==> src/common/pkhc_pkg.sv <==
// Package for the peak hold signal conditioner.
// Assumes a 200 MHz mclk and an APB master with 32-bit data.
package pkhc_pkg;
	// Timing
	localparam longint CLK_PERIOD_PS = 5000;
	localparam longint TICK_TIME_MS = 10;
	localparam longint TICK_CYC_L = TICK_TIME_MS * 1000000000 / CLK_PERIOD_PS;
	localparam int TICK_CYC = int'(TICK_CYC_L);
	localparam logic [6:0] LED_PERIOD_TICKS = 7'h64;
	localparam logic [6:0] LED_DARK_TICKS = 7'h14;
	// Register byte offsets
	localparam logic [7:0] OFF_CTRL = 8'h00;
	localparam logic [7:0] OFF_LEVELS = 8'h04;
	localparam logic [7:0] OFF_EMIS = 8'h08;
	localparam logic [7:0] OFF_SUB_RM = 8'h0c;
	localparam logic [7:0] OFF_SUB_MONO = 8'h10;
	localparam logic [7:0] OFF_STATUS = 8'h14;
	// Modes and clear settings
	localparam logic [1:0] MODE_RATIO = 2'h0;
	localparam logic [1:0] MODE_MONO = 2'h1;
	localparam logic [1:0] MODE_METAL = 2'h2;
	localparam logic [3:0] CLR_OFF = 4'h0;
	localparam logic [3:0] CLR_T_LAST = 4'h6;
	localparam logic [3:0] CLR_EXTERN = 4'h7;
	localparam logic [3:0] CLR_AUTO = 4'h8;
	localparam logic [3:0] CLR_HOLD = 4'h9;
	// Clear intervals in ticks: 0.01, 0.05, 0.25, 1.0, 5.0, 25.0 s
	localparam logic [11:0] CLR_TICKS [1:6] = '{12'h001, 12'h005, 12'h019,
		12'h064, 12'h1f4, 12'h9c4};
	// Levels in percent, emissivity and slope in per mille
	localparam logic [6:0] SWOFF_MIN = 7'h02;
	localparam logic [6:0] SWOFF_MAX = 7'h32;
	localparam logic [6:0] SWOFF_RST = 7'h0a;
	localparam logic [6:0] WARN_MAX = 7'h63;
	localparam logic [9:0] UNITY = 10'h3e8;
	localparam logic [15:0] SPAN_MIN = 16'h0032;
	localparam logic [15:0] AUTO_STEP_MIN = 16'h0002;
	// Output codes in microamps
	localparam logic [15:0] UA_FULL = 16'h4e20;
	localparam logic [15:0] UA_LIVE0 = 16'h0fa0;
	localparam logic [15:0] UA_BELOW = 16'h0f3c;
	localparam logic [15:0] UA_LOW21 = 16'h5208;
	// Field positions of CTRL
	localparam int F_MODE = 0;
	localparam int F_LIVE0 = 4;
	localparam int F_LOW21 = 5;
	localparam int F_CLR = 8;
	localparam int F_SMOOTH = 12;
	typedef struct packed {
		logic [15:0] ratio_temp;
		logic [15:0] mono_temp;
		logic [15:0] metal_temp;
		logic [6:0] intensity;
	} pkhc_core_t;
endpackage

==> src/logic/pkhc_top.sv <==
// Peak hold signal conditioner: filter, peak storage, output coding.
// Assumes core values and contact input synchronous to mclk.
`timescale 1ns/1ps
// Summary of operation
// - New sample and output update on each 10 ms measurement tick
// - Double storage: one memory tracks max, other shows last interval
// - Any timed clear setting selects double storage; output from shown memory
// - Smoothing filter runs first; peak stage sees only smoothed values
// - Clear off passes every value straight through
// - Extern: single memory cleared while contact is closed
// - Auto: hold maximum until a new hot object appears
// - Auto clears on rising crossing of lower limit plus 1% or 2 degrees
// - Hold: output frozen while contact closed
// - Live zero range gives 3.9 mA below lower limit
// - Low signal with 21 mA variant drives 21 mA
// - Warning level 0 to 99; zero disables it and frees contact for clearing
// - Relay switches when intensity drops below warning level
// - Switch-off level 2 to 50 percent, default 10
// - Below switch-off report one degree below range start
// - Ratio, single-channel and metal modes; ratio by default
// - Single-channel uses mono temperature; LED lit steadily
// - Metal: LED blinks short dark long lit; needs unity emissivity and slope
// - Sub-range accepted only with span of at least 50 degrees; output scaled to it
// - One sub-range serves ratio and metal modes
module pkhc_top import pkhc_pkg::*; #(
	parameter int TICK_CYCLES = TICK_CYC,
	parameter logic [15:0] TEMP_MIN = 16'h02bc,
	parameter logic [15:0] TEMP_MAX = 16'h0708
) (
	// Clock and reset
	input wire logic mclk,
	input wire logic sys_rst,
	// APB slave
	input wire logic psel,
	input wire logic penable,
	input wire logic pwrite,
	input wire logic [7:0] paddr,
	input wire logic [31:0] pwdata,
	output logic [31:0] prdata,
	output logic pready,
	output logic pslverr,
	// Measurement core and contact
	input wire pkhc_core_t core,
	input wire logic ext_contact,
	// Outputs
	output logic [15:0] aout_code,
	output logic relay,
	output logic led
);
	function automatic logic [15:0] max16(input logic [15:0] a, input logic [15:0] b);
		return (a > b) ? a : b;
	endfunction
	function automatic logic span_ok(input logic [31:0] w, input logic [15:0] mn,
		input logic [15:0] mx);
		return w[15:0] >= mn && w[31:16] <= mx
			&& 17'(w[31:16]) >= 17'(w[15:0]) + 17'(SPAN_MIN);
	endfunction

	// Registers
	logic [31:0] tick_cnt_q;
	logic tick_q;
	logic [1:0] mode_q;
	logic live0_q, low21_q;
	logic [3:0] clr_q;
	logic [2:0] smooth_q;
	logic [6:0] swoff_q, warn_q;
	logic [9:0] eps_q, slope_q;
	logic [31:0] sub_rm_q, sub_mono_q;
	logic [31:0] filt_q;
	logic [15:0] run_q, show_q, mem_q, disp_q, last_q;
	logic [11:0] ivl_q;
	logic low_q;
	logic [6:0] led_cnt_q;
	logic [31:0] prdata_q;
	logic pready_q, pslverr_q, relay_q, led_q;
	logic [15:0] aout_q;

	// Bus decode
	wire setup = psel && !penable;
	wire wr = psel && penable && pready_q && pwrite;
	wire hit_ctrl = paddr == OFF_CTRL;
	wire hit_lvl = paddr == OFF_LEVELS;
	wire hit_emis = paddr == OFF_EMIS;
	wire hit_srm = paddr == OFF_SUB_RM;
	wire hit_smo = paddr == OFF_SUB_MONO;
	wire hit_sta = paddr == OFF_STATUS;
	wire mapped = hit_ctrl | hit_lvl | hit_emis | hit_srm | hit_smo | hit_sta;
	wire bad = !mapped || (pwrite && hit_sta);

	// Write checks; illegal fields keep their old value
	wire [1:0] w_mode = pwdata[F_MODE +: 2];
	wire [3:0] w_clr = pwdata[F_CLR +: 4];
	wire metal_ok = eps_q == UNITY && slope_q == UNITY;
	wire mode_ok = w_mode == MODE_RATIO || w_mode == MODE_MONO
		|| (w_mode == MODE_METAL && metal_ok);
	wire [6:0] w_sw = pwdata[6:0];
	wire [6:0] w_wn = pwdata[14:8];
	wire sw_ok = w_sw >= SWOFF_MIN && w_sw <= SWOFF_MAX;
	wire wn_ok = w_wn <= WARN_MAX;
	wire srm_ok = span_ok(pwdata, TEMP_MIN, TEMP_MAX);
	wire [31:0] ctrl_rd = {16'h0000, 1'b0, smooth_q, clr_q, 2'h0, low21_q, live0_q,
		2'h0, mode_q};
	wire [31:0] sta_rd = {6'h00, relay_q, low_q, 1'b0, core.intensity, disp_q};
	wire [31:0] rd_d = hit_ctrl ? ctrl_rd
		: hit_lvl ? {17'h00000, warn_q, 1'b0, swoff_q}
		: hit_emis ? {6'h00, slope_q, 6'h00, eps_q}
		: hit_srm ? sub_rm_q
		: hit_smo ? sub_mono_q
		: hit_sta ? sta_rd : 32'h00000000;

	// Sample selection and low-signal test
	wire [15:0] raw = (mode_q == MODE_MONO) ? core.mono_temp
		: (mode_q == MODE_METAL) ? core.metal_temp : core.ratio_temp;
	wire low_now = core.intensity < swoff_q;
	wire [15:0] low_val = TEMP_MIN - 16'h0001;

	// First-order low-pass; shift zero passes samples unchanged
	wire [31:0] raw_w = {raw, 16'h0000};
	wire [31:0] filt_d = (smooth_q == 3'h0) ? raw_w
		: filt_q + 32'((signed'(raw_w) - signed'(filt_q)) >>> smooth_q);
	wire [15:0] f = filt_d[31:16];

	// Sub-range shared by ratio and metal modes
	wire [31:0] sub = (mode_q == MODE_MONO) ? sub_mono_q : sub_rm_q;
	wire [15:0] lo = sub[15:0];
	wire [15:0] hi = sub[31:16];
	wire [15:0] step = max16(lo / 16'h0064, AUTO_STEP_MIN);
	wire [15:0] auto_thr = lo + step;
	wire auto_clr = f >= auto_thr && last_q < auto_thr;

	// Contact serves clearing only while the warning is off
	wire contact = ext_contact && warn_q == 7'h00;
	wire timed = clr_q != CLR_OFF && clr_q <= CLR_T_LAST;
	wire ivl_end = timed && ivl_q + 12'h001 >= CLR_TICKS[clr_q];
	wire [15:0] run_max = max16(run_q, f);

	// Displayed value before output coding
	wire [15:0] disp_d = low_q ? low_val
		: timed ? show_q
		: (clr_q == CLR_EXTERN || clr_q == CLR_AUTO) ? mem_q
		: (clr_q == CLR_HOLD && contact) ? disp_q
		: filt_q[31:16];

	// Output coding in microamps
	wire [15:0] span = hi - lo;
	wire [15:0] base = live0_q ? UA_LIVE0 : 16'h0000;
	wire [15:0] full = UA_FULL - base;
	wire [31:0] prod = 32'(disp_q - lo) * 32'(full);
	wire [15:0] frac = 16'(prod / 32'(span));
	wire [15:0] aout_d = (low_q && low21_q) ? UA_LOW21
		: (disp_q < lo) ? (live0_q ? UA_BELOW : 16'h0000)
		: (disp_q >= hi) ? UA_FULL : base + frac;

	// LED pattern for the operating mode
	wire led_d = (mode_q == MODE_MONO) ? 1'b1
		: (mode_q == MODE_METAL) ? (led_cnt_q >= LED_DARK_TICKS)
		: 1'b0;
	wire relay_d = warn_q != 7'h00 && core.intensity < warn_q;

	// Measurement tick
	always_ff @(posedge mclk) begin
		if (sys_rst) begin
			tick_cnt_q <= 32'h00000000;
			tick_q <= 1'b0;
		end else begin
			tick_q <= tick_cnt_q == 32'(TICK_CYCLES - 1);
			tick_cnt_q <= (tick_cnt_q == 32'(TICK_CYCLES - 1)) ? 32'h00000000
				: tick_cnt_q + 32'h00000001;
		end
	end

	// APB registers; a zero-wait slave answering in the first access cycle
	always_ff @(posedge mclk) begin
		if (sys_rst) begin
			mode_q <= MODE_RATIO;
			live0_q <= 1'b0;
			low21_q <= 1'b0;
			clr_q <= CLR_OFF;
			smooth_q <= 3'h0;
			swoff_q <= SWOFF_RST;
			warn_q <= 7'h00;
			eps_q <= UNITY;
			slope_q <= UNITY;
			sub_rm_q <= {TEMP_MAX, TEMP_MIN};
			sub_mono_q <= {TEMP_MAX, TEMP_MIN};
			pready_q <= 1'b0;
			pslverr_q <= 1'b0;
			prdata_q <= 32'h00000000;
		end else begin
			pready_q <= setup;
			pslverr_q <= setup && bad;
			prdata_q <= (setup && !pwrite) ? rd_d : prdata_q;
			if (wr && hit_ctrl) begin
				mode_q <= mode_ok ? w_mode : mode_q;
				clr_q <= (w_clr <= CLR_HOLD) ? w_clr : clr_q;
				live0_q <= pwdata[F_LIVE0];
				low21_q <= pwdata[F_LOW21];
				smooth_q <= pwdata[F_SMOOTH +: 3];
			end
			if (wr && hit_lvl) begin
				swoff_q <= sw_ok ? w_sw : swoff_q;
				warn_q <= wn_ok ? w_wn : warn_q;
			end
			if (wr && hit_emis) begin
				eps_q <= pwdata[9:0];
				slope_q <= pwdata[25:16];
			end
			if (wr && hit_srm && srm_ok) begin
				sub_rm_q <= pwdata;
			end
			if (wr && hit_smo && srm_ok) begin
				sub_mono_q <= pwdata;
			end
		end
	end

	// Filter and peak memories
	always_ff @(posedge mclk) begin
		if (sys_rst) begin
			filt_q <= 32'h00000000;
			run_q <= 16'h0000;
			show_q <= 16'h0000;
			mem_q <= 16'h0000;
			last_q <= 16'h0000;
			ivl_q <= 12'h000;
			low_q <= 1'b0;
		end else begin
			if (tick_q) begin
				low_q <= low_now;
				last_q <= f;
				filt_q <= low_now ? {low_val, 16'h0000} : filt_d;
				ivl_q <= ivl_end ? 12'h000 : ivl_q + 12'h001;
				run_q <= ivl_end ? f : run_max;
				show_q <= ivl_end ? run_max : show_q;
				if (clr_q == CLR_AUTO && auto_clr) begin
					mem_q <= f;
				end else begin
					mem_q <= max16(mem_q, f);
				end
			end
			if (!timed) begin
				ivl_q <= 12'h000;
			end
			if (clr_q == CLR_EXTERN && contact) begin
				mem_q <= filt_q[31:16];
			end
		end
	end

	// Outputs
	always_ff @(posedge mclk) begin
		if (sys_rst) begin
			disp_q <= 16'h0000;
			aout_q <= 16'h0000;
			relay_q <= 1'b0;
			led_q <= 1'b0;
			led_cnt_q <= 7'h00;
		end else begin
			disp_q <= disp_d;
			aout_q <= aout_d;
			relay_q <= relay_d;
			led_q <= led_d;
			if (tick_q) begin
				led_cnt_q <= (led_cnt_q + 7'h01 >= LED_PERIOD_TICKS) ? 7'h00
					: led_cnt_q + 7'h01;
			end
		end
	end

	assign prdata = prdata_q;
	assign pready = pready_q;
	assign pslverr = pslverr_q;
	assign aout_code = aout_q;
	assign relay = relay_q;
	assign led = led_q;

	// Checks
	tick_period_a: assert property (@(posedge mclk) disable iff (sys_rst)
		tick_q |=> !tick_q [*2])
		else $error("tick pulses too close");
	pass_through_a: assert property (@(posedge mclk) disable iff (sys_rst)
		clr_q == CLR_OFF && !low_q |=> disp_q == $past(filt_q[31:16]))
		else $error("off mode does not pass value");
	double_show_a: assert property (@(posedge mclk) disable iff (sys_rst)
		timed && !low_q && !$changed(clr_q) |=> disp_q == $past(show_q))
		else $error("display not from shown memory");
	swap_a: assert property (@(posedge mclk) disable iff (sys_rst)
		tick_q && ivl_end |=> show_q == $past(run_max) && ivl_q == 12'h000)
		else $error("memories not swapped");
	ext_clear_a: assert property (@(posedge mclk) disable iff (sys_rst)
		clr_q == CLR_EXTERN && contact && !tick_q |=> mem_q == $past(filt_q[31:16]))
		else $error("external clear missed");
	hold_freeze_a: assert property (@(posedge mclk) disable iff (sys_rst)
		clr_q == CLR_HOLD && contact && !low_q && $stable(clr_q) |=> $stable(disp_q))
		else $error("hold did not freeze");
	low21_out_a: assert property (@(posedge mclk) disable iff (sys_rst)
		low_q && low21_q |=> aout_q == UA_LOW21)
		else $error("low signal code wrong");
	relay_warn_a: assert property (@(posedge mclk) disable iff (sys_rst)
		relay_d |=> relay_q ##0 warn_q != 7'h00 || $past(warn_q) != 7'h00)
		else $error("relay without warning level");
	swoff_range_a: assert property (@(posedge mclk) disable iff (sys_rst)
		swoff_q >= SWOFF_MIN && swoff_q <= SWOFF_MAX)
		else $error("switch-off level out of range");
	sub_span_a: assert property (@(posedge mclk) disable iff (sys_rst)
		sub_rm_q[31:16] >= sub_rm_q[15:0] + SPAN_MIN)
		else $error("sub-range too narrow");
	mono_led_a: assert property (@(posedge mclk) disable iff (sys_rst)
		mode_q == MODE_MONO [*2] |-> led_q)
		else $error("mono led not lit");
	swap_c: cover property (@(posedge mclk) tick_q && ivl_end);
	auto_c: cover property (@(posedge mclk) tick_q && clr_q == CLR_AUTO && auto_clr);
	low_c: cover property (@(posedge mclk) low_q && low21_q);
endmodule

==> config.mk <==
export PLATFORM = sky130hd
export DESIGN_NAME = pkhc_top
export DESIGN_NICKNAME = d
export VERILOG_FILES = /design/src/common/pkhc_pkg.sv /design/src/logic/pkhc_top.sv
export SDC_FILE = /design/constraint.sdc
export NUM_CORES = 2
export LEC_CHECK = 0
export BUFFER_PORTS_ARGS = -buffer_cell sky130_fd_sc_hd__buf_4
export CAP_MARGIN = 20
export CORE_ASPECT_RATIO = 1.75
export CORE_MARGIN = 2
export CORE_UTILIZATION = 59
export DETAILED_ROUTE_END_ITERATION = 12
export PLACE_DENSITY = 0.79
export SLEW_MARGIN = 25
export SYNTH_ARGS = -nofsm -noshare
export SYNTH_HDL_FRONTEND = slang
export SYNTH_SLANG_ARGS = --single-unit
==> constraint.sdc <==
create_clock -name mclk -period 88.3 [get_ports mclk]
set_input_delay 8.83 -clock mclk [delete_from_list [all_inputs] [get_ports mclk]]
set_output_delay 8.83 -clock mclk [all_outputs]
set_load 0.02 [all_outputs]
==> reports/qor.csv <==
metric;value;unit
Syn Inst Count;7122;
Initial DRC Count;4173;
WHS Endpoint;tick_cnt_q[0];
most frequent cells in the layout;nor2_1 (770), buf_4 (662), ha_1 (636);
drt drc;0;
max incr delay on CP;0.57;ns
status;finished with violations;
hold_sp;tick_cnt_q[0];
max frequency;0.0112;GHz
GPL Wtd Cong;1.09;
vias in the first global route;56700;
CTS max path bufs;3;
Die ar.;92000;um2
share of the yosys chip area belonging to registers;12.4;%
most common cell after layout, fill and taps aside;nor2_1;
Setup TNS;-0.728;ns
Final Cycle Share;101;%
CP Max Fanout;9;
Root Buffer;clkbuf_16;
num rows;145;
H-Tree Depth;2;
Core ar.;89100;um2
area of the multi-input gates;46200;um2
Worst-Skew Late Latency;0.59;ns
element type at the critical path start;register;
WHS;0.471;ns
gr usage total;41.0;%
WL/cell;22.5;um
Fin. Hold Viols;0;
initial core utilization;59.3;%
Worst Path Required;88.75;ns
Antenna Nets Post-Route;0;
failing checks;setup timing;
setup slack, reg-to-reg;-0.73;ns
critical path type;reg -> reg;
vias;57400;
PnR worst setup slack;-0.728;ns
Die Width;230;um
Final min period;89.03;ns
Max stage delay cell, worst path;fa_1;
Clock Sink Count;326;
DR pass1 iterations;8;
Unique masters post-synth;144;
GR Overflow Total;0;
Place WS;-2.50;ns
area delta synth->final;18.1;%
worst clock skew;0.0314;ns
Hold Path Stages;1;
Main synth FF type;dfxtp_1;
Arr. time, crit path;89.48;ns
clk slew on worst S/H paths;0.09;ns
Ports;153;
relative slew slack;21.3;%
final non-filler cell total;8795;
yosys warns;0;
layout cells sized above 1;19.0;%
RSZ-0062 raised after global routing;yes;
pins over their slew limit;0;
Async SR Flop Fraction;0;%
largest net degree at the start of global routing;91;
final setup violation count;1;
max_cap viols;0;
Worst Setup End Kind;register;
placed cells;8534;
R2R Path Start;mode_q[0];
Post-synth EDFFs;0;
number of hold buffers added after cts;0;
overall routed net length;198000;um
fillers;7437;
Mapped Area;52800;um2
FF/Latch Area;6540;um2
Avg Inst Size Synth;7.42;um2
initial antenna violation count;8;
register bit total from synthesis;326;
Post-layout nets;8496;
CP most frequent cell;o21a_1;
Die Y;400;um
R2R cell count;493;
worst r2r dst;aout_code[0];
Num CTS Buffers;34;
HP Class;reg -> reg;
HPWL Detailed;150000;um
vias per inst;6.53;
first-pass GRT wire length;299000;um
worst slew pin tran;1.17;ns
CTS tree;built;
IO Port Bufs;152;
## worst max-delay path by stage
stage                     slack, ns           end      start  depth (start not counted)
after floorplan               -0.45  aout_code[0]  mode_q[1]                        537
after global placement        -0.48  aout_code[0]  mode_q[0]                        488
after detailed placement      -2.50  aout_code[0]  mode_q[0]                        496
after CTS                    0.0007  aout_code[0]  mode_q[0]                        507
after global routing          -5.10  aout_code[0]  mode_q[1]                        507
final                         -0.73  aout_code[0]  mode_q[0]                        493
## repair_timing
item                       CTS  global route
pin swaps                   44           286
cloned                       3             5
resized for setup           67           295
buffers inserted            29           159
setup endpoints to repair    2             3
## critical path: cells and delay by family (launching register included)
kind                     cells  cell delay (ns)
multiplexers                 4             1.25
AND/OR/NAND/NOR            153            23.29
flip-flops                   1             0.39
XOR/XNOR                     3             0.78
buffers and inverters       34             4.50
adder cells (fa/ha/maj)     42            12.76
AO/OA/AOI/OAI              257            45.68
## state kept, by name, summed over array words and instances, names as in the netlist, 2 cells and up
name and count:
aout_code 16, clr_q 4, disp_q 16, eps_q 10, filt_q 32, ivl_q 12, last_q 16, led_cnt_q 7
mem_q 16, mode_q 2, prdata 32, run_q 16, show_q 16, slope_q 10, smooth_q 3, sub_mono_q 32
sub_rm_q 32, swoff_q 7, tick_cnt_q 32, warn_q 7
## area by class of cell
| type | instances | share of cell area, % |
|---|---|---|
| Inverter | 426 | 2.58 |
| Clock inverter | 17 | 0.417 |
| Timing Repair Buffer | 691 | 8.53 |
| Multi-Input combinational cell | 6113 | 74.1 |
| Antenna cell | 2 | 0.00802 |
| Clock buffer | 44 | 1.54 |
| Tap cell | 1176 | 2.36 |
| Sequential cell | 326 | 10.5 |
## metal layers
metal / up-vias / routed length, um / GRT usage [%]
li1: 26700 / - / -
met1: 26800 / 64200 / 37.3
met2: 2672 / 95400 / 72.9
met3: 1290 / 13200 / 8.03
met4: 8 / 25300 / 44.3
met5: - / 46 / 0
## cells in the mapped netlist (13+ instances only)
master    count  area share, %
nor2_1      813            5.8
ha_1        699             17
a21oi_1     598            5.7
nand2_1     583            4.1
inv_1       412            2.9
o21ai_0     362            3.4
dfxtp_1     326             12
nor3_1      283            2.7
xnor2_1     256            4.2
o21a_1      210            3.0
clkbuf_1    195            1.4
mux2i_1     166            3.1
xor2_1      155            2.6
a21o_1      137            1.9
nor2b_1     127            1.5
nand3_1     126            1.2
nand2b_1    122            1.4
a211oi_1    118            1.7
mux2_2      109            2.3
fa_1        104            3.9
o31ai_1      93            1.3
and2_1       68           0.81
and3_1       62           0.73
or3_1        59           0.70
nand4_1      55           0.65
a31oi_1      51           0.60
or2_2        49           0.58
o21bai_1     45           0.64
a211o_1      43           0.71
a221oi_1     43           0.71
o211ai_1     41           0.58
buf_1        38           0.27
nor4_1       35           0.41
o21ai_1      32           0.30
o22ai_1      32           0.38
nand3b_1     17           0.24
o221ai_1     16           0.27
buf_6        15           0.32
a21boi_0     14           0.20
a311oi_1     14           0.23
nor3b_1      14           0.20
buf_4        13           0.18
o31a_1       13           0.22
## metrics by stage
stage,util (%),cell area [um2]
after detailed placement,64.9,57800
final,70.0,62400
after global placement,64.9,57800
after CTS,66.9,59600
after global routing,70.0,62400
after floorplan,-,54100
## kinds of logic (layout without fill, tap and decap cells)
group                    after synthesis  in the layout  synth area share [%]
adder cells (fa/ha/maj)              816            816                  20.7
XOR/XNOR                             411            411                  6.81
flip-flops                           326            326                  12.4
other                                  2             18                0.0142
AO/OA/AOI/OAI                       2069           2069                  25.9
buffers and inverters                700           1178                  5.40
AND/OR/NAND/NOR                     2514           2517                  23.1
multiplexers                         284            284                  5.68
Power is not shown: default switching activity piles up to over one toggle a cycle in this logic, so the estimate is an artifact.
